`config.mk`:
```
export PLATFORM = sky130hd
export DESIGN_NAME = cssfr_top
export DESIGN_NICKNAME = d
export VERILOG_FILES = /design/src/core/cssfr_pkg.sv /design/src/core/cssfr_top.sv
export VERILOG_INCLUDE_DIRS = /design/src /design/src/core
export SDC_FILE = /design/constraint.sdc
export NUM_CORES = 1
export LEC_CHECK = 0
export ABC_CLOCK_PERIOD_IN_PS = 3230
export BUFFER_PORTS_ARGS = -buffer_cell sky130_fd_sc_hd__buf_2
export CORE_ASPECT_RATIO = 0.8
export CORE_MARGIN = 1
export CORE_UTILIZATION = 30
export CTS_CLUSTER_DIAMETER = 80
export CTS_CLUSTER_SIZE = 40
export DETAILED_ROUTE_END_ITERATION = 12
export PLACE_DENSITY_LB_ADDON = 0.12
export SLEW_MARGIN = 20
export SYNTH_ARGS = -nofsm -noshare
export SYNTH_HDL_FRONTEND = slang
export SYNTH_SLANG_ARGS = --single-unit
```
`constraint.sdc`:
```
create_clock -name sys_clk -period 3.23 [get_ports sys_clk]
set_input_delay 0.1615 -clock sys_clk [delete_from_list [all_inputs] [get_ports sys_clk]]
set_output_delay 0.1615 -clock sys_clk [all_outputs]
set_load 0.02 [all_outputs]
```
`src/core/cssfr_map.svh`:
```
// Register indices, reset values, field positions and codes of the core register block
`ifndef CSSFR_MAP_SVH
`define CSSFR_MAP_SVH
// ---------------------------------------------------------------
// Register indices (byte address is four times the index)
// ---------------------------------------------------------------
`define CSSFR_IDX_STACK 8'h81
`define CSSFR_IDX_P0_LOW 8'h82
`define CSSFR_IDX_P0_HIGH 8'h83
`define CSSFR_IDX_P1_LOW 8'h84
`define CSSFR_IDX_P1_HIGH 8'h85
`define CSSFR_IDX_PAGE 8'h86
`define CSSFR_IDX_IFCTRL 8'h8F
`define CSSFR_IDX_MISC 8'h91
`define CSSFR_IDX_STATUS 8'hD0
`define CSSFR_IDX_PRIMARY 8'hE0
`define CSSFR_IDX_SECOND 8'hF0
// ---------------------------------------------------------------
// Reset values
// ---------------------------------------------------------------
`define CSSFR_RST_STACK 8'h07
`define CSSFR_RST_BYTE 8'h00
`define CSSFR_RST_WORD 16'h0000
// ---------------------------------------------------------------
// Field positions and masks
// ---------------------------------------------------------------
`define CSSFR_ST_PARITY 0
`define CSSFR_ST_BANK_LO 3
`define CSSFR_ST_BANK_HI 4
`define CSSFR_IF_SELF_PROG 0
`define CSSFR_IF_XRAM_DIS 1
`define CSSFR_IF_LATCH_LO 2
`define CSSFR_IF_LATCH_HI 3
`define CSSFR_IF_CODE_LOCK 6
`define CSSFR_IF_TIMING 7
`define CSSFR_IF_WMASK 8'h8F
`define CSSFR_MISC_SEL 0
`define CSSFR_MISC_WMASK 8'hBF
// ---------------------------------------------------------------
// Codes and limits
// ---------------------------------------------------------------
`define CSSFR_LATCH_ALWAYS 2'b00
`define CSSFR_LATCH_NEVER 2'b01
`define CSSFR_LATCH_EXT 2'b10
`define CSSFR_XRAM_PAGES 8'h04
`define CSSFR_XRAM_LIMIT 16'h0800
`define CSSFR_STEP_BYTE 8'h01
`define CSSFR_STEP_WORD 16'h0001
`define CSSFR_RESP_OKAY 2'b00
`define CSSFR_RESP_SLVERR 2'b10
`endif

```
`src/core/cssfr_pkg.sv`:
```
// Types shared by the core register block
package cssfr_pkg;
   typedef struct packed {
      logic push;
      logic pop;
      logic primary_load;
      logic [7:0] primary_val;
      logic status_load;
      logic [7:0] status_val;
      logic second_load;
      logic [7:0] second_val;
      logic ptr_load;
      logic [15:0] ptr_val;
      logic ptr_inc;
      logic [2:0] reg_sel;
      logic movx_ri;
      logic movx_ptr;
      logic [7:0] ri_val;
   } cssfr_core_req_s;
   typedef struct packed {
      logic [7:0] primary;
      logic [7:0] second;
      logic [7:0] status;
      logic [7:0] stack_top;
      logic [7:0] stack_wr_addr;
      logic [7:0] stack_rd_addr;
      logic [7:0] work_reg_addr;
      logic [15:0] active_ptr;
   } cssfr_core_view_s;
   typedef struct packed {
      logic [15:0] addr;
      logic [7:0] port2_hi;
      logic xram_sel;
      logic ext_cycle;
      logic ale_enable;
      logic one_t_mode;
      logic self_prog_en;
   } cssfr_xmem_s;
endpackage

```
`src/core/cssfr_top.sv`:
```
// Core special-function register block with AXI4-Lite access
//
// Function
// - Stack pointer is 8 bits, resets 07h
// - Push increments stack pointer before writing
// - Bank select maps R0-R7 onto banks
// - Parity bit tracks accumulator ones, even parity
// - Select bit one picks second pointer
// - Pointer instructions use selected pointer
// - Pointer loads whole or by byte
// - Page register gives MOVX Ri high byte while disable bit clear
// - Timing bit zero 2T, one 1T
// - Latch strobe code: always, never, external only
// - Disable bit sends data moves off chip
// - Self programming enabled only when bit set
// - Code lock bit is read only
// - Expanded RAM reached only by MOVX
// - Port 2 gets page or latch byte
`timescale 1ns/1ps
`include "cssfr_map.svh"
module cssfr_top
   import cssfr_pkg::*;
#(
   parameter int ADDR_W = 10
) (
   // Clock and reset
   input wire logic sys_clk,
   input wire logic sys_rst,
   // AXI4-Lite write address
   input wire logic [ADDR_W-1:0] s_axi_awaddr,
   input wire logic s_axi_awvalid,
   output logic s_axi_awready,
   // AXI4-Lite write data
   input wire logic [31:0] s_axi_wdata,
   input wire logic [3:0] s_axi_wstrb,
   input wire logic s_axi_wvalid,
   output logic s_axi_wready,
   // AXI4-Lite write response
   output logic [1:0] s_axi_bresp,
   output logic s_axi_bvalid,
   input wire logic s_axi_bready,
   // AXI4-Lite read address
   input wire logic [ADDR_W-1:0] s_axi_araddr,
   input wire logic s_axi_arvalid,
   output logic s_axi_arready,
   // AXI4-Lite read data
   output logic [31:0] s_axi_rdata,
   output logic [1:0] s_axi_rresp,
   output logic s_axi_rvalid,
   input wire logic s_axi_rready,
   // Core side
   input wire cssfr_core_req_s core_req,
   output cssfr_core_view_s core_view,
   // External memory side
   input wire logic [7:0] port2_latch,
   input wire logic code_lock_in,
   output cssfr_xmem_s xmem
);
   // ---------------------------------------------------------------
   // Register storage
   // ---------------------------------------------------------------
   logic [7:0] stack_top_pointer_reg;
   logic [7:0] stack_top_pointer_next;
   logic [7:0] pointer0_low_byte_reg;
   logic [7:0] pointer0_high_byte_reg;
   logic [7:0] pointer1_low_byte_reg;
   logic [7:0] pointer1_high_byte_reg;
   logic [15:0] ptr0_next;
   logic [15:0] ptr1_next;
   logic [7:0] movx_page_reg;
   logic [7:0] interface_ctrl_reg;
   logic [7:0] misc_control_reg;
   logic [7:0] status_word_reg;
   logic [7:0] status_word_next;
   logic [7:0] primary_operand_reg;
   logic [7:0] primary_operand_next;
   logic [7:0] second_operand_reg;
   logic [7:0] second_operand_next;
   logic code_lock_reg;

   // ---------------------------------------------------------------
   // AXI4-Lite handshake state
   // ---------------------------------------------------------------
   logic aw_held_reg;
   logic [7:0] aw_idx_reg;
   logic w_held_reg;
   logic [7:0] w_data_reg;
   logic w_lane_reg;
   logic bvalid_reg;
   logic [1:0] bresp_reg;
   logic rvalid_reg;
   logic [31:0] rdata_reg;
   logic [1:0] rresp_reg;
   logic [7:0] rd_byte;
   logic rd_hit;

   wire aw_fire = s_axi_awvalid & s_axi_awready;
   wire w_fire = s_axi_wvalid & s_axi_wready;
   wire ar_fire = s_axi_arvalid & s_axi_arready;
   wire wr_go = aw_held_reg & w_held_reg & ~bvalid_reg;
   wire wr_en = wr_go & w_lane_reg;
   wire [7:0] ar_idx = s_axi_araddr[9:2];

   assign s_axi_awready = ~aw_held_reg & ~bvalid_reg;
   assign s_axi_wready = ~w_held_reg & ~bvalid_reg;
   assign s_axi_bvalid = bvalid_reg;
   assign s_axi_bresp = bresp_reg;
   assign s_axi_arready = ~rvalid_reg;
   assign s_axi_rvalid = rvalid_reg;
   assign s_axi_rdata = rdata_reg;
   assign s_axi_rresp = rresp_reg;

   // ---------------------------------------------------------------
   // Write address decode
   // ---------------------------------------------------------------
   wire hit_stack = aw_idx_reg == `CSSFR_IDX_STACK;
   wire hit_p0_low = aw_idx_reg == `CSSFR_IDX_P0_LOW;
   wire hit_p0_high = aw_idx_reg == `CSSFR_IDX_P0_HIGH;
   wire hit_p1_low = aw_idx_reg == `CSSFR_IDX_P1_LOW;
   wire hit_p1_high = aw_idx_reg == `CSSFR_IDX_P1_HIGH;
   wire hit_page = aw_idx_reg == `CSSFR_IDX_PAGE;
   wire hit_ifctrl = aw_idx_reg == `CSSFR_IDX_IFCTRL;
   wire hit_misc = aw_idx_reg == `CSSFR_IDX_MISC;
   wire hit_status = aw_idx_reg == `CSSFR_IDX_STATUS;
   wire hit_primary = aw_idx_reg == `CSSFR_IDX_PRIMARY;
   wire hit_second = aw_idx_reg == `CSSFR_IDX_SECOND;
   wire wr_hit = hit_stack | hit_p0_low | hit_p0_high | hit_p1_low | hit_p1_high
      | hit_page | hit_ifctrl | hit_misc | hit_status | hit_primary | hit_second;

   // ---------------------------------------------------------------
   // Derived control fields
   // ---------------------------------------------------------------
   wire pointer_select = misc_control_reg[`CSSFR_MISC_SEL];
   wire [1:0] bank_select = status_word_reg[`CSSFR_ST_BANK_HI:`CSSFR_ST_BANK_LO];
   wire [1:0] latch_strobe_control =
      interface_ctrl_reg[`CSSFR_IF_LATCH_HI:`CSSFR_IF_LATCH_LO];
   wire internal_xram_disable = interface_ctrl_reg[`CSSFR_IF_XRAM_DIS];
   wire self_program_enable = interface_ctrl_reg[`CSSFR_IF_SELF_PROG];
   wire timing_one_t = interface_ctrl_reg[`CSSFR_IF_TIMING];
   wire [15:0] data_pointer_zero = {pointer0_high_byte_reg, pointer0_low_byte_reg};
   wire [15:0] data_pointer_one = {pointer1_high_byte_reg, pointer1_low_byte_reg};
   wire parity_bit = ^primary_operand_reg;
   wire [7:0] status_view = {status_word_reg[7:1], parity_bit};
   wire [7:0] ifctrl_view = {interface_ctrl_reg[7], code_lock_reg, 2'b00,
      interface_ctrl_reg[3:0]};

   // ---------------------------------------------------------------
   // Stack pointer
   // ---------------------------------------------------------------
   // pre-increment on push
   wire [7:0] stack_inc = 8'(stack_top_pointer_reg + `CSSFR_STEP_BYTE);
   wire [7:0] stack_dec = 8'(stack_top_pointer_reg - `CSSFR_STEP_BYTE);
   always_comb begin
      stack_top_pointer_next = stack_top_pointer_reg;
      if (core_req.push) begin
         stack_top_pointer_next = stack_inc;
      end else if (core_req.pop) begin
         stack_top_pointer_next = stack_dec;
      end else if (wr_en & hit_stack) begin
         stack_top_pointer_next = w_data_reg;
      end
   end

   // ---------------------------------------------------------------
   // Data pointers
   // ---------------------------------------------------------------
   // operations on selected pointer
   wire [15:0] active_ptr = pointer_select ? data_pointer_one : data_pointer_zero;
   wire [15:0] active_inc = 16'(active_ptr + `CSSFR_STEP_WORD);
   wire [15:0] core_ptr = core_req.ptr_load ? core_req.ptr_val : active_inc;
   wire core_ptr_op = core_req.ptr_load | core_req.ptr_inc;
   always_comb begin
      ptr0_next = data_pointer_zero;
      ptr1_next = data_pointer_one;
      if (core_ptr_op & ~pointer_select) begin
         ptr0_next = core_ptr;
      end else if (wr_en & hit_p0_low) begin
         ptr0_next[7:0] = w_data_reg;
      end else if (wr_en & hit_p0_high) begin
         ptr0_next[15:8] = w_data_reg;
      end
      if (core_ptr_op & pointer_select) begin
         ptr1_next = core_ptr;
      end else if (wr_en & hit_p1_low) begin
         ptr1_next[7:0] = w_data_reg;
      end else if (wr_en & hit_p1_high) begin
         ptr1_next[15:8] = w_data_reg;
      end
   end

   // ---------------------------------------------------------------
   // Accumulator, second operand, status word
   // ---------------------------------------------------------------
   always_comb begin
      primary_operand_next = primary_operand_reg;
      second_operand_next = second_operand_reg;
      status_word_next = status_word_reg;
      if (core_req.primary_load) begin
         primary_operand_next = core_req.primary_val;
      end else if (wr_en & hit_primary) begin
         primary_operand_next = w_data_reg;
      end
      if (core_req.second_load) begin
         second_operand_next = core_req.second_val;
      end else if (wr_en & hit_second) begin
         second_operand_next = w_data_reg;
      end
      if (core_req.status_load) begin
         status_word_next = core_req.status_val;
      end else if (wr_en & hit_status) begin
         status_word_next = w_data_reg;
      end
      status_word_next[`CSSFR_ST_PARITY] = 1'b0;
   end

   // ---------------------------------------------------------------
   // Register update
   // ---------------------------------------------------------------
   always_ff @(posedge sys_clk) begin
      if (sys_rst) begin
         stack_top_pointer_reg <= `CSSFR_RST_STACK;
         {pointer0_high_byte_reg, pointer0_low_byte_reg} <= `CSSFR_RST_WORD;
         {pointer1_high_byte_reg, pointer1_low_byte_reg} <= `CSSFR_RST_WORD;
         movx_page_reg <= `CSSFR_RST_BYTE;
         interface_ctrl_reg <= `CSSFR_RST_BYTE;
         misc_control_reg <= `CSSFR_RST_BYTE;
         status_word_reg <= `CSSFR_RST_BYTE;
         primary_operand_reg <= `CSSFR_RST_BYTE;
         second_operand_reg <= `CSSFR_RST_BYTE;
         code_lock_reg <= 1'b0;
      end else begin
         stack_top_pointer_reg <= stack_top_pointer_next;
         {pointer0_high_byte_reg, pointer0_low_byte_reg} <= ptr0_next;
         {pointer1_high_byte_reg, pointer1_low_byte_reg} <= ptr1_next;
         primary_operand_reg <= primary_operand_next;
         second_operand_reg <= second_operand_next;
         status_word_reg <= status_word_next;
         code_lock_reg <= code_lock_in;
         if (wr_en & hit_page) begin
            movx_page_reg <= w_data_reg;
         end
         if (wr_en & hit_ifctrl) begin
            interface_ctrl_reg <= w_data_reg & `CSSFR_IF_WMASK;
         end
         if (wr_en & hit_misc) begin
            misc_control_reg <= w_data_reg & `CSSFR_MISC_WMASK;
         end
      end
   end

   // ---------------------------------------------------------------
   // AXI4-Lite write channel
   // ---------------------------------------------------------------
   always_ff @(posedge sys_clk) begin
      if (sys_rst) begin
         aw_held_reg <= 1'b0;
         aw_idx_reg <= `CSSFR_RST_BYTE;
         w_held_reg <= 1'b0;
         w_data_reg <= `CSSFR_RST_BYTE;
         w_lane_reg <= 1'b0;
         bvalid_reg <= 1'b0;
         bresp_reg <= `CSSFR_RESP_OKAY;
      end else begin
         if (aw_fire) begin
            aw_held_reg <= 1'b1;
            aw_idx_reg <= s_axi_awaddr[9:2];
         end
         if (w_fire) begin
            w_held_reg <= 1'b1;
            w_data_reg <= s_axi_wdata[7:0];
            w_lane_reg <= s_axi_wstrb[0];
         end
         if (wr_go) begin
            aw_held_reg <= 1'b0;
            w_held_reg <= 1'b0;
            bvalid_reg <= 1'b1;
            bresp_reg <= wr_hit ? `CSSFR_RESP_OKAY : `CSSFR_RESP_SLVERR;
         end else if (bvalid_reg & s_axi_bready) begin
            bvalid_reg <= 1'b0;
         end
      end
   end

   // ---------------------------------------------------------------
   // Read decode
   // ---------------------------------------------------------------
   always_comb begin
      rd_byte = `CSSFR_RST_BYTE;
      rd_hit = 1'b1;
      if (ar_idx == `CSSFR_IDX_STACK) begin
         rd_byte = stack_top_pointer_reg;
      end else if (ar_idx == `CSSFR_IDX_P0_LOW) begin
         rd_byte = pointer0_low_byte_reg;
      end else if (ar_idx == `CSSFR_IDX_P0_HIGH) begin
         rd_byte = pointer0_high_byte_reg;
      end else if (ar_idx == `CSSFR_IDX_P1_LOW) begin
         rd_byte = pointer1_low_byte_reg;
      end else if (ar_idx == `CSSFR_IDX_P1_HIGH) begin
         rd_byte = pointer1_high_byte_reg;
      end else if (ar_idx == `CSSFR_IDX_PAGE) begin
         rd_byte = movx_page_reg;
      end else if (ar_idx == `CSSFR_IDX_IFCTRL) begin
         rd_byte = ifctrl_view;
      end else if (ar_idx == `CSSFR_IDX_MISC) begin
         rd_byte = misc_control_reg;
      end else if (ar_idx == `CSSFR_IDX_STATUS) begin
         rd_byte = status_view;
      end else if (ar_idx == `CSSFR_IDX_PRIMARY) begin
         rd_byte = primary_operand_reg;
      end else if (ar_idx == `CSSFR_IDX_SECOND) begin
         rd_byte = second_operand_reg;
      end else begin
         rd_hit = 1'b0;
      end
   end

   // ---------------------------------------------------------------
   // AXI4-Lite read channel
   // ---------------------------------------------------------------
   always_ff @(posedge sys_clk) begin
      if (sys_rst) begin
         rvalid_reg <= 1'b0;
         rdata_reg <= 32'h00000000;
         rresp_reg <= `CSSFR_RESP_OKAY;
      end else if (ar_fire) begin
         rvalid_reg <= 1'b1;
         rdata_reg <= {24'h000000, rd_byte};
         rresp_reg <= rd_hit ? `CSSFR_RESP_OKAY : `CSSFR_RESP_SLVERR;
      end else if (rvalid_reg & s_axi_rready) begin
         rvalid_reg <= 1'b0;
      end
   end

   // ---------------------------------------------------------------
   // External data move addressing
   // ---------------------------------------------------------------
   // port 2 high byte source
   wire page_internal = movx_page_reg < `CSSFR_XRAM_PAGES;
   wire [7:0] ri_high = internal_xram_disable ? port2_latch : movx_page_reg;
   // page, or port 2 latch when disable bit set, forms MOVX Ri upper byte
   wire [15:0] movx_addr = core_req.movx_ptr ? active_ptr
      : {ri_high, core_req.ri_val};
   wire movx_any = core_req.movx_ri | core_req.movx_ptr;
   wire xram_sel = movx_any & ~internal_xram_disable & (movx_addr < `CSSFR_XRAM_LIMIT);
   wire ext_cycle = movx_any & ~xram_sel;
   wire ale_enable = (latch_strobe_control == `CSSFR_LATCH_ALWAYS)
      | ((latch_strobe_control == `CSSFR_LATCH_EXT) & ext_cycle);

   // ---------------------------------------------------------------
   // Output assembly
   // ---------------------------------------------------------------
   assign core_view.primary = primary_operand_reg;
   assign core_view.second = second_operand_reg;
   assign core_view.status = status_view;
   assign core_view.stack_top = stack_top_pointer_reg;
   assign core_view.stack_wr_addr = stack_inc;
   assign core_view.stack_rd_addr = stack_top_pointer_reg;
   assign core_view.work_reg_addr = {3'b000, bank_select, core_req.reg_sel};
   assign core_view.active_ptr = active_ptr;
   assign xmem.addr = movx_addr;
   assign xmem.port2_hi = ri_high;
   assign xmem.xram_sel = xram_sel;
   assign xmem.ext_cycle = ext_cycle;
   assign xmem.ale_enable = ale_enable;
   assign xmem.one_t_mode = timing_one_t;
   assign xmem.self_prog_en = self_program_enable;

   // ---------------------------------------------------------------
   // Assertions
   // ---------------------------------------------------------------
   stack_reset_a: assert property (@(posedge sys_clk) sys_rst |=>
      stack_top_pointer_reg == `CSSFR_RST_STACK) else $error("stack reset wrong");
   push_inc_a: assert property (@(posedge sys_clk) disable iff (sys_rst)
      core_req.push |->
      core_view.stack_wr_addr == 8'(stack_top_pointer_reg + 8'h01))
      else $error("push not pre-incremented");
   push_store_a: assert property (@(posedge sys_clk) disable iff (sys_rst)
      core_req.push |=> stack_top_pointer_reg == 8'($past(stack_top_pointer_reg) + 8'h01))
      else $error("push did not step pointer");
   bank_map_a: assert property (@(posedge sys_clk) disable iff (sys_rst)
      core_view.work_reg_addr == {3'b000, status_word_reg[4:3], core_req.reg_sel})
      else $error("bank mapping wrong");
   parity_a: assert property (@(posedge sys_clk) disable iff (sys_rst)
      core_req.primary_load |=> core_view.status[0] == ^$past(core_req.primary_val))
      else $error("parity wrong");
   ptr_sel_a: assert property (@(posedge sys_clk) disable iff (sys_rst)
      core_view.active_ptr == (misc_control_reg[0] ? data_pointer_one : data_pointer_zero))
      else $error("pointer select wrong");
   ptr_inc_a: assert property (@(posedge sys_clk) disable iff (sys_rst)
      core_req.ptr_inc & ~core_req.ptr_load |=>
      core_view.active_ptr == 16'($past(core_view.active_ptr) + 16'h0001))
      else $error("pointer increment wrong");
   ptr_load_a: assert property (@(posedge sys_clk) disable iff (sys_rst)
      core_req.ptr_load |=> core_view.active_ptr == $past(core_req.ptr_val))
      else $error("pointer load wrong");
   page_hi_a: assert property (@(posedge sys_clk) disable iff (sys_rst)
      core_req.movx_ri & ~core_req.movx_ptr |-> xmem.addr[15:8] ==
      (interface_ctrl_reg[1] ? port2_latch : movx_page_reg)) else $error("page byte wrong");
   ale_gate_a: assert property (@(posedge sys_clk) disable iff (sys_rst)
      latch_strobe_control == 2'b01 |-> ~xmem.ale_enable) else $error("strobe not suppressed");
   xram_dis_a: assert property (@(posedge sys_clk) disable iff (sys_rst)
      interface_ctrl_reg[1] |-> ~xmem.xram_sel) else $error("disabled RAM selected");
   xram_movx_a: assert property (@(posedge sys_clk) disable iff (sys_rst)
      xmem.xram_sel |-> movx_any & page_internal | core_req.movx_ptr)
      else $error("RAM selected without move");
   lock_ro_a: assert property (@(posedge sys_clk) disable iff (sys_rst)
      wr_en & hit_ifctrl |=> ifctrl_view[6] == $past(code_lock_in))
      else $error("lock bit writable");
   unused_zero_a: assert property (@(posedge sys_clk) disable iff (sys_rst)
      ifctrl_view[5:4] == 2'b00 && misc_control_reg[6] == 1'b0)
      else $error("unused bits not zero");
   timing_a: assert property (@(posedge sys_clk) disable iff (sys_rst)
      wr_en & hit_ifctrl |=> xmem.one_t_mode == $past(w_data_reg[7]))
      else $error("timing mode wrong");
endmodule

```
==> implementation parameters, run 1 <==
Parameter                              Value

Logic synthesis
  Synth warnings ... 0
  Count leader, synth ... nor2_1
  Netlist area before placement ... 7691 µm²
  Sequential element share of the synthesized area ... 29.93%
  Instance count of the mapped netlist ... 986
  Share of async-settable or async-resettable flops after synthesis ... 0%
  Synthesized area divided by synthesized cell count ... 7.800 µm²
  Commonest cells post-synth ... 119 x nor2_1, 115 x dfxtp_1, 103 x nand2_1
  Post-synth top area share ... 29.93%
  Most area-consuming cells after synthesis ... dfxtp_1 30%, mux2i_1 10%, mux2_2 5.9%
  Dominant cell type by area after synthesis ... dfxtp_1
  Number of enable flip-flop cells after synthesis ... 0
  Commonest register cell after synthesis ... dfxtp_1
  Count of state elements after synthesis ... approximately 120
  Synth unique cells ... 65

Floorplan
  Die W ... approximately 180 µm
  Height of the die ... 145.2 µm
  Count of pins on the block boundary ... between 200 and 300
  Area enclosed by the die boundary ... 26290 µm²
  Starting density of the core ... roughly 30%
  Area of the core region ... 25240 µm²
  Number of standard-cell rows in the floorplan ... 52

Timing
  Period Utilization, post-route ... 87.98%
  Sum Neg Setup Slack ... 0 ps
  Fmax achieved ... 351.9 MHz
  Pins over their slew limit ... 0
  Final number of setup-violating endpoints ... 0
  Fin Hold WS ... 6.598 ps
  Final worst setup slack ... just under 400 ps
  Worst-Margin Slew ... 956.6 ps
  Hold violation count in the final report ... 0
  Setup repair after global routing missed its margin ... false
  Final worst path period need ... 2842 ps
  Worst-case clock skew ... 8.519 ps
  Worst slew slack as a fraction of its limit ... 36.14%

Run status
  Status ... complete, no violations

Run
  Reported max-cap violation count ... 0

Detailed routing
  Routed wire length ... 29470 µm
  Iter 0 DRT Violations ... 635
  Final ANT Viol Nets ... 0
  Via density per instance ... about 5.2
  Via count ... 7817
  Avg WL per Cell ... approximately 20 µm
  Number of design rule violations left after detail routing ... 0
  Detailed Routing Iterations Pass 1 ... 5

Setup path
  Required time worst endpoint ... 3070 ps
  Category of the worst setup path launch point ... flop
  Arrival time at the worst endpoint ... 2680 ps
  Origin of the critical flop-to-flop path ... misc_control_reg[0]$_SDFFE_PP0P_
  Slowest cell on the critical path ... dfxtp_2
  Delay of the slowest cell on the worst path ... 530 ps
  Setup slack on the worst flop-to-flop path ... 750 ps
  Reg-to-reg critical path endpoint ... pointer1_high_byte_reg[7]$_SDFFE_PP0P_
  Cells on worst reg2reg path ... 8
  Sort of element at the end of the critical path ... primary output
  Most common cell type on the critical path ... mux2_2
  Maximum fanout along the worst path ... 13
  Start-to-end type of the worst setup path ... reg2out
  Ordered cell list for the critical path ... mux2_2, mux2_2, nor4_1, nand2_1, o21ai_0, a21oi_1, buf_2

Cells and area
  Area Growth Syn to Fin ... 26.57%
  Number of nets at the end of the flow ... 1312
  Flip-flop and latch area ... roughly 2300 µm²
  Area of all placed cells without fillers ... 9734 µm²
  Fillers ... 2690
  Area taken by multi-input logic gates ... 4731 µm²
  Number of antenna repair diodes ... 0
  Share of cells above drive strength 1 ... 25.48%
  Core Util, Final ... 38.56%

Power and ir drop
  Combinational power share ... a little under a fifth
  Areal power density over the cells ... roughly 460 nW/µm²
  Power Internal ... 3.102 mW
  Part of the power in registers ... between 30% and 40%
  Leakage ... ~4.3 nW
  Worst vdd rail ir drop ... 0.2963 mV
  Switching power ... 1.354 mW
  Sw Share ... around 30%
  Clock network power share ... 44.6%

Global routing
  Global route total overflow ... 0
  Pin count of the biggest net entering global routing ... 74
  Antenna violations before repair ... 0
  Vias in the first global route ... 7166
  First-pass GRT wire length ... 44770 µm
  Overall track demand over capacity in global routing ... 22.51%

Place
  Post-detail-place hpwl ... about 21000 µm
  Global placer's final weighted congestion ... 0.8407
  Count of port buffers added during placement ... between 200 and 250
  Setup Slack @ Placement ... 540.8 ps
  Instance area after placement ... 8721 µm²

Hold path
  Hold Path Class ... in2reg
  Worst Hold Path Cells ... 3
  Hold Path End ... primary_operand_reg[2]$_SDFFE_PP0P_
  Hold Startpoint ... core_req[51]

Clocking
  Clock transition at the registers of the reported paths ... around 50 ps
  CTS Buf Count ... 17
  Clk root buf ... clkbuf_16
  H-Tree Depth ... 4
  Number of buffers between clock root and the deepest sink ... 2
  Worst-skew pair later-pin latency ... 420 ps
  TritonCTS clock tree ... done
  Number of sinks driven by the clock tree ... 115
-- critical path: cells and delay by family, from the launching register on --
family	cells	cell delay, ps
AND/OR/NAND/NOR	2	470
AO/OA/AOI/OAI	2	350
multiplexers	2	720
buffers and inverters	1	180
flip-flops	1	530
-- kinds of logic after synthesis --
logic type | share of synthesized area, %
adder cells (fa/ha/maj) | 0.4881
AO/OA/AOI/OAI | 18.38
buffers and inverters | 9.924
XOR/XNOR | 3.075
multiplexers | 16.14
other | 0.04876
AND/OR/NAND/NOR | 22.01
flip-flops | 29.93
-- worst max-delay path by stage --
| stage | startpoint | endpoint | slack, ps | cells past startpoint |
|---|---|---|---|---|
| global route | misc_control_reg[0]$_SDFFE_PP0P_ | xmem[2] | 190 | 7 |
| finish | misc_control_reg[0]$_SDFFE_PP0P_ | xmem[2] | 390 | 7 |
| floorplan | misc_control_reg[0]$_SDFFE_PP0P_ | pointer1_low_byte_reg[6]$_SDFFE_PP0P_ | 880 | 11 |
| CTS | misc_control_reg[0]$_SDFFE_PP0P_ | xmem[2] | 90 | 7 |
| global placement | misc_control_reg[0]$_SDFFE_PP0P_ | pointer1_high_byte_reg[7]$_SDFFE_PP0P_ | 550 | 8 |
| detailed placement | misc_control_reg[0]$_SDFFE_PP0P_ | pointer1_high_byte_reg[7]$_SDFFE_PP0P_ | 540 | 8 |
-- area by class of cell --
| class | count | share of cell area (%) |
|---|---|---|
| clock inverters | 9 | 1.311 |
| repair buffers | 264 | 16.25 |
| flip-flops and latches | 115 | 23.66 |
| multi-input cells | 752 | 48.60 |
| well taps | 324 | 4.165 |
| inverters | 27 | 1.041 |
| clock buffers | 22 | 4.974 |
-- cell usage in the layout (no fill, tap or decap), types with 6 or more instances in the layout --
master / instances
a311oi_1: 8
buf_2: 205
nor2b_1: 18
a211oi_1: 40
nand4_1: 6
nand3_1: 27
nor2_1: 119
a22o_1: 6
o22ai_1: 10
mux2i_1: 79
inv_1: 27
nand2b_1: 13
xnor2_1: 23
buf_4: 18
conb_1: 29
a21oi_1: 76
nand2_1: 103
dlygate4sd3_1: 40
clkbuf_16: 17
and3_1: 7
o21ai_0: 36
mux2_2: 40
nor3_1: 15
dfxtp_1: 114
-- metrics by stage --
stage / std cells / power [mW]
floorplan: 1014 / 2.188
global placement: 1442 / 2.456
detailed placement: 1442 / 2.458
CTS: 1512 / 4.484
global route: 1513 / 4.653
finish: 1513 / 4.456
-- repair_timing --
item | 4_1_cts | 5_1_grt
hold buffers | 39 | 1
setup buffers | 0 | 0
endpoints found under the hold margin | 39 | 1
endpoints found under the setup margin | 0 | 1
resized for setup | 0 | 1
-- metal layers --
metal	GRT usage, %	vias to the layer above	share of wire [%]
li1	-	3794	-
met2	32.37	248	42
met1	33.80	3749	51
met3	4.869	26	5.3
met4	4.831	0	1.2
met5	0	-	0
-- power by group through the flow --
| stage | sequential (mW) | clock [mW] | combinational, mW |
|---|---|---|---|
| after global routing | 1.63 | 2.10 | 0.926 |
| after CTS | 1.62 | 2.02 | 0.850 |
| after floorplan | 1.60 | 0 | 0.585 |
| after global placement | 1.65 | 0 | 0.808 |
| after detailed placement | 1.65 | 0 | 0.810 |
| final | 1.62 | 1.99 | 0.848 |
(Power assumes the default switching activity.)
==> run 2: changes to the inputs <==
Settings changed: ABC_CLOCK_PERIOD_IN_PS 3230 to 2900, BUFFER_PORTS_ARGS -buffer_cell sky130_fd_sc_hd__buf_2 to default, DONT_BUFFER_PORTS from default to 1.
Clock period 3.23 ns to 2.9 ns, I/O delays scaled along.
==> run 2 against run 1 <==
Net effect:
- first-iteration DRC count is 21% lower
- combinational power fell by 3.8%
- register-to-register slack got worse by 620 ps
- sequential power is 13% higher
- largest power group unchanged
- global-route usage increased by 0.48 points
- cell count is 9.1% lower
==> implementation parameters, run 2 (synthesized netlist as in run 1, its figures left out) <==
Parameter                              Value

Power and ir drop
  PnR Total Power ... 4.997 mW (was 4.456 mW)
  Sw Share ... 29.37% (was 30.38%)
  Switching power ... 1.468 mW (was 1.354 mW)
  Clock network power share ... 47.0% (was 44.6%)
  Leakage ... 3.734 nW (was 4.338 nW)
  Areal power density over the cells ... 534.7 nW/µm² (was 457.7 nW/µm²)
  Worst vdd rail ir drop ... 0.3847 mV (was 0.2963 mV)
  Power Internal ... 3.530 mW (was 3.102 mW)
  Part of the power in registers ... 36.7% (was 36.3%)
  Combinational power share ... 16.3% (was 19.0%)

Floorplan
  Area of the core region ... 25240 µm² (unchanged)
  Height of the die ... 145.2 µm (unchanged)
  Die W ... 181.0 µm (unchanged)
  Count of pins on the block boundary ... 274 (unchanged)
  Starting density of the core ... 30.47% (unchanged)
  Number of standard-cell rows in the floorplan ... 52 (unchanged)
  Area enclosed by the die boundary ... 26290 µm² (unchanged)

Clocking
  Clk root buf ... clkbuf_16 (unchanged)
  Clock transition at the registers of the reported paths ... 60 ps (was 50 ps)
  Worst-skew pair later-pin latency ... 420 ps (about the same)
  H-Tree Depth ... 4 (unchanged)
  CTS Buf Count ... 17 (unchanged)
  TritonCTS clock tree ... done (unchanged)
  Number of sinks driven by the clock tree ... 115 (unchanged)
  Number of buffers between clock root and the deepest sink ... 2 (unchanged)

Setup path
  Arrival time at the worst endpoint ... 3070 ps (was 2680 ps)
  Maximum fanout along the worst path ... 8 (was 13)
  Sort of element at the end of the critical path ... flop (was primary output)
  Required time worst endpoint ... 3190 ps (was 3070 ps)
  Ordered cell list for the critical path ... nor3_1, and4b_1, and4b_1, mux2_2, mux2i_1, dlygate4sd3_1, nor2_1 (was mux2_2, mux2_2, nor4_1, nand2_1, o21ai_0, a21oi_1, buf_2)
  Start-to-end type of the worst setup path ... reg2reg (was reg2out)
  Category of the worst setup path launch point ... flop (unchanged)
  Slowest cell on the critical path ... dlygate4sd3_1 (was dfxtp_2)
  Crit-path leading delay family ... simple AND/OR/NAND/NOR gates (was multiplexers)
  Most common cell type on the critical path ... and4b_1 (was mux2_2)
  Count of buffering cells on the critical path with inverters included ... 1 (unchanged)
  Delay of the slowest cell on the worst path ... 590 ps (was 530 ps)

Global routing
  Global route total overflow ... 0 (unchanged)
  Pin count of the biggest net entering global routing ... 117 (was 74)
  Overall track demand over capacity in global routing ... 22.99% (was 22.51%)
  Antenna violations before repair ... 0 (unchanged)
  First-pass GRT wire length ... 45310 µm (was 44770 µm)
  Vias in the first global route ... 6936 (was 7166)

Timing
  Sum Neg Setup Slack ... 0 ps (unchanged)
  Hold violation count in the final report ... 0 (unchanged)
  Period Utilization, post-route ... 95.67%
  Setup repair after global routing missed its margin ... false (unchanged)
  Pins over their slew limit ... 0 (unchanged)
  Worst-Margin Slew ... 953.6 ps (was 956.6 ps)
  Worst slew slack as a fraction of its limit ... 36.34% (was 36.14%)
  Worst-case clock skew ... 9.169 ps (was 8.519 ps)
  Final worst path period need ... roughly 2800 ps
  Final number of setup-violating endpoints ... 0 (unchanged)
  Fmax achieved ... 360.4 MHz

Detailed routing
  Via count ... 7279 (was 7817)
  Via density per instance ... 5.294 (was 5.167)
  Number of design rule violations left after detail routing ... 0 (unchanged)
  Detailed Routing Iterations Pass 1 ... 5 (unchanged)
  Iter 0 DRT Violations ... 501 (was 635)
  Final ANT Viol Nets ... 0 (unchanged)
  Routed wire length ... 30330 µm (was 29470 µm)
  Avg WL per Cell ... 22.06 µm (was 19.48 µm)

Cells and area
  Area Growth Syn to Fin ... 21.52% (was 26.57%)
  Area of all placed cells without fillers ... 9346 µm² (was 9734 µm²)
  Most common cell after layout, fill and taps aside ... nor2_1 (was buf_2)
  Most frequent cells in the layout ... 119 x nor2_1, 115 x dfxtp_1, 103 x nand2_1 (was 205 x buf_2, 119 x nor2_1, 114 x dfxtp_1)
  Fillers ... 2656 (was 2690)
  Share of cells above drive strength 1 ... 11.80% (was 25.48%)
  Number of antenna repair diodes ... 0 (unchanged)
  Number of nets at the end of the flow ... 1173 (was 1312)

Place
  Post-detail-place hpwl ... 21640 µm (was 21370 µm)
  Global placer's final weighted congestion ... 0.8438 (was 0.8407)
  Count of port buffers added during placement ... 0 (was 206)
  Instance area after placement ... 7883 µm² (was 8721 µm²)

Run status
  Status ... complete, no violations (unchanged)

Hold path
  Hold Path Class ... in2reg (unchanged)

Run
  Reported max-cap violation count ... 0 (unchanged)
[run 2: path summary, 6_finish.rpt]
kind	endpoint	slack [ps]	cells past startpoint	start
hold reg to reg	w_lane_reg$_SDFFE_PP0P_	450	2	w_lane_reg$_SDFFE_PP0P_
setup / recovery	primary_operand_reg[2]$_SDFFE_PP0P_	130	7	aw_idx_reg[1]$_SDFFE_PP0P_
setup reg to reg	primary_operand_reg[2]$_SDFFE_PP0P_	130	7	aw_idx_reg[1]$_SDFFE_PP0P_
hold / removal	pointer1_high_byte_reg[7]$_SDFFE_PP0P_	6	2	core_req[29]
[run 2: power groups by stage]
stage	logic (mW)	clock network, mW	registers (mW)
3_5_place_dp	0.675	0	1.87
6_report	0.816	2.35	1.83
3_3_place_gp	0.674	0	1.87
4_1_cts	0.813	2.38	1.83
2_1_floorplan	0.652	0	1.79
5_1_grt	0.884	2.45	1.84
[run 2: what timing repair did]
item | CTS | global route
setup endpoints to repair | 0 | 11
setup buffers | 0 | 2
gates resized for setup | 0 | 1
hold buffers | 79 | 0
endpoints found under the hold margin | 114 | 0
[run 2: layout make-up]
cell class / instances / area [µm²] / area share, %
clock buffer: 22 / 454.2 / 4.859
multi-input combinational: 752 / 4737 / 50.68
timing repair buffer: 125 / 1166 / 12.48
clock inverter: 10 / 180.2 / 1.928
inverter: 27 / 101.3 / 1.084
tap: 324 / 405.4 / 4.337
sequential: 115 / 2302 / 24.63
[run 2: layer usage]
metal	GRT usage (%)	up-vias	routed length (µm)
li1	-	3528	-
met1	33.59	3496	15190
met2	33.30	237	12830
met3	6.200	18	1987
met4	4.915	0	325
met5	0	-	0
[run 2: through the flow]
stage | worst slack (ps) | hold WS (ps) | utilization [%] | cells
3_3_place_gp | 519.8 | 242.1 | 31.23 | 1262
3_5_place_dp | 548.5 | 243.3 | 31.23 | 1262
2_1_floorplan | 548.3 | 244.0 | - | 1014
4_1_cts | 126.0 | 0.3101 | 36.94 | 1373
6_report | 125.6 | 6.384 | 37.02 | 1375
5_1_grt | 17.30 | 18.47 | 37.02 | 1375
==> run 3: changes to the inputs <==
Settings changed: CTS_BUF_LIST from default to sky130_fd_sc_hd__clkbuf_8 sky130_fd_sc_hd__clkbuf_16, SKIP_LAST_GASP from default to 1.
==> run 3 against run 2 <==
Net effect:
- die area did not move
- clock power barely moved
- sequential share of layout area did not move
- first-iteration DRC count rose by 0.60%
- combinational power barely moved
- cell area did not move
- critical path depth did not move
- utilization did not move
- maximum frequency fell by 0.25%
- register-to-register slack barely moved
- worst setup slack got worse by 7.0 ps
- total power fell by 0.39%
- highest routed layer unchanged
==> implementation parameters, run 3 (synthesized netlist as in run 1, its figures left out) <==
Parameter                              Value

Run status
  Status ... complete, no violations (unchanged)

Clocking
  TritonCTS clock tree ... done (unchanged)
  Worst-skew pair later-pin latency ... 420 ps (about the same)
  Clk root buf ... clkbuf_16 (unchanged)
  H-Tree Depth ... 4 (unchanged)
  Number of sinks driven by the clock tree ... 115 (unchanged)
  Clock transition at the registers of the reported paths ... 60 ps (about the same)
  Number of buffers between clock root and the deepest sink ... 2 (unchanged)
  CTS Buf Count ... 17 (unchanged)

Cells and area
  Area Growth Syn to Fin ... 21.52% (unchanged)
  Most frequent cells in the layout ... 119 x nor2_1, 115 x dfxtp_1, 103 x nand2_1 (unchanged)
  Most common cell after layout, fill and taps aside ... nor2_1 (unchanged)
  Share of cells above drive strength 1 ... 11.80% (unchanged)
  Number of nets at the end of the flow ... 1173 (unchanged)
  Number of antenna repair diodes ... 0 (unchanged)

Place
  Global placer's final weighted congestion ... 0.8438 (unchanged)
  Setup Slack @ Placement ... 548.5 ps (unchanged)
  Post-detail-place hpwl ... 21640 µm (unchanged)
  Count of port buffers added during placement ... 0 (unchanged)

Global routing
  Overall track demand over capacity in global routing ... 22.99% (unchanged)
  Met2 Resource Use GR ... 33.30% (unchanged)
  Global route total overflow ... 0 (unchanged)
  Busiest layer in global routing ... met1 (unchanged)
  Vias in the first global route ... 6936 (unchanged)
  Pin count of the biggest net entering global routing ... 117 (unchanged)
  GR met3 Demand/Resource ... 6.200% (unchanged)
  First-pass GRT wire length ... 45320 µm (was 45310 µm)
  Met1 track utilization from global routing ... 33.59% (unchanged)
  Antenna violations before repair ... 0 (unchanged)

Setup path
  Ordered cell list for the critical path ... nor3_1, and4b_1, and4b_1, mux2_2, mux2i_1, dlygate4sd3_1, nor2_1 (unchanged)
  Crit-path leading delay family ... simple AND/OR/NAND/NOR gates (unchanged)
  Maximum fanout along the worst path ... 8 (unchanged)
  Delay of the slowest cell on the worst path ... 590 ps (about the same)
  Arrival time at the worst endpoint ... 3070 ps (about the same)
  Slowest cell on the critical path ... dlygate4sd3_1 (unchanged)
  Count of buffering cells on the critical path with inverters included ... 1 (unchanged)
  Category of the worst setup path launch point ... flop (unchanged)
  Sort of element at the end of the critical path ... flop (unchanged)
  Most common cell type on the critical path ... and4b_1 (unchanged)
  Required time worst endpoint ... 3190 ps (about the same)
  Start-to-end type of the worst setup path ... reg2reg (unchanged)

Timing
  Period Utilization, post-route ... 95.91% (was 95.67%)
  Final worst path period need ... 2781 ps (was 2774 ps)
  Fmax achieved ... 359.5 MHz (was 360.4 MHz)
  Fin Hold WS ... 9.608 ps (was 6.384 ps)
  Setup repair after global routing missed its margin ... false (unchanged)
  Pins over their slew limit ... 0 (unchanged)
  Hold violation count in the final report ... 0 (unchanged)
  Sum Neg Setup Slack ... 0 ps (unchanged)
  Worst slew slack as a fraction of its limit ... 36.50% (was 36.34%)
  Final number of setup-violating endpoints ... 0 (unchanged)
  Final worst setup slack ... 118.5 ps (was 125.6 ps)
  Worst-case clock skew ... 9.878 ps (was 9.169 ps)
  Worst-Margin Slew ... 951.2 ps (was 953.6 ps)

Run
  Reported max-cap violation count ... 0 (unchanged)

Floorplan
  Area of the core region ... 25240 µm² (unchanged)
  Count of pins on the block boundary ... 274 (unchanged)
  Area enclosed by the die boundary ... 26290 µm² (unchanged)
  Starting density of the core ... 30.47% (unchanged)
  Die W ... 181.0 µm (unchanged)
  Number of standard-cell rows in the floorplan ... 52 (unchanged)
  Height of the die ... 145.2 µm (unchanged)

Detailed routing
  Avg WL per Cell ... 22.07 µm (was 22.06 µm)
  Iter 0 DRT Violations ... 504 (was 501)
  Number of design rule violations left after detail routing ... 0 (unchanged)
  Routed wire length ... 30350 µm (was 30330 µm)
  Detailed Routing Iterations Pass 1 ... 5 (unchanged)
  Via density per instance ... 5.305 (was 5.294)
  Via count ... 7295 (was 7279)
  Final ANT Viol Nets ... 0 (unchanged)

Hold path
  Hold Path Class ... in2reg (unchanged)

Power and ir drop
  Worst vdd rail ir drop ... 0.3804 mV (was 0.3847 mV)
  PnR Total Power ... 4.978 mW (was 4.997 mW)
  Areal power density over the cells ... 532.6 nW/µm² (was 534.7 nW/µm²)
  Leakage ... 3.751 nW (was 3.734 nW)
run 3: cell count changes in the layout (fill, tap and decap cells not counted):
cell      previous run  this run
inv_1               27        31
clkbuf_1             4         0
run 3: report_power, final:
group | internal (mW) | switching, mW | total (mW)
clock network | 1.53 | 0.800 | 2.33
registers | 1.66 | 0.178 | 1.83
logic | 0.331 | 0.485 | 0.816
total | 3.52 | 1.46 | 4.98
run 3: routing by layer:
layer  routed length [µm]  up-vias
li1                     -     3531
met1                15110     3505
met2                12830      241
met3                 2081       18
met4                  326        0
met5                    0        -
run 3: through the flow:
| step | util [%] | instance area (µm²) | cells |
|---|---|---|---|
| floorplan | - | 7796 | 1014 |
| global placement | 31.23 | 7883 | 1262 |
| detailed placement | 31.23 | 7883 | 1262 |
| CTS | 36.94 | 9325 | 1373 |
| global route | 37.02 | 9346 | 1375 |
| finish | 37.02 | 9346 | 1375 |
run 3: worst paths after layout:
kind	from	to	slack, ps	depth (start not counted)
worst min-delay path	core_req[29]	pointer1_high_byte_reg[7]$_SDFFE_PP0P_	10	2
worst min register to register	w_lane_reg$_SDFFE_PP0P_	w_lane_reg$_SDFFE_PP0P_	450	2
worst max register to register	aw_idx_reg[1]$_SDFFE_PP0P_	primary_operand_reg[2]$_SDFFE_PP0P_	120	7
worst max-delay path	aw_idx_reg[1]$_SDFFE_PP0P_	primary_operand_reg[2]$_SDFFE_PP0P_	120	7
run 3: timing repair:
| item | in CTS | in global routing |
|---|---|---|
| buffers inserted | 0 | 2 |
| endpoints found under the setup margin | 0 | 11 |
| hold buffers | 79 | 0 |
| gates resized for setup | 0 | 1 |
| hold endpoints to repair | 114 | 0 |
run 3: area by class of cell:
| cell class | instances | area, µm² |
|---|---|---|
| clock buffers | 18 | 439.2 |
| well taps | 324 | 405.4 |
| inverters | 27 | 101.3 |
| fillers | 2656 | 15900 |
| flip-flops and latches | 115 | 2302 |
| clock inverters | 14 | 195.2 |
| multi-input cells | 752 | 4737 |
| repair buffers | 125 | 1166 |
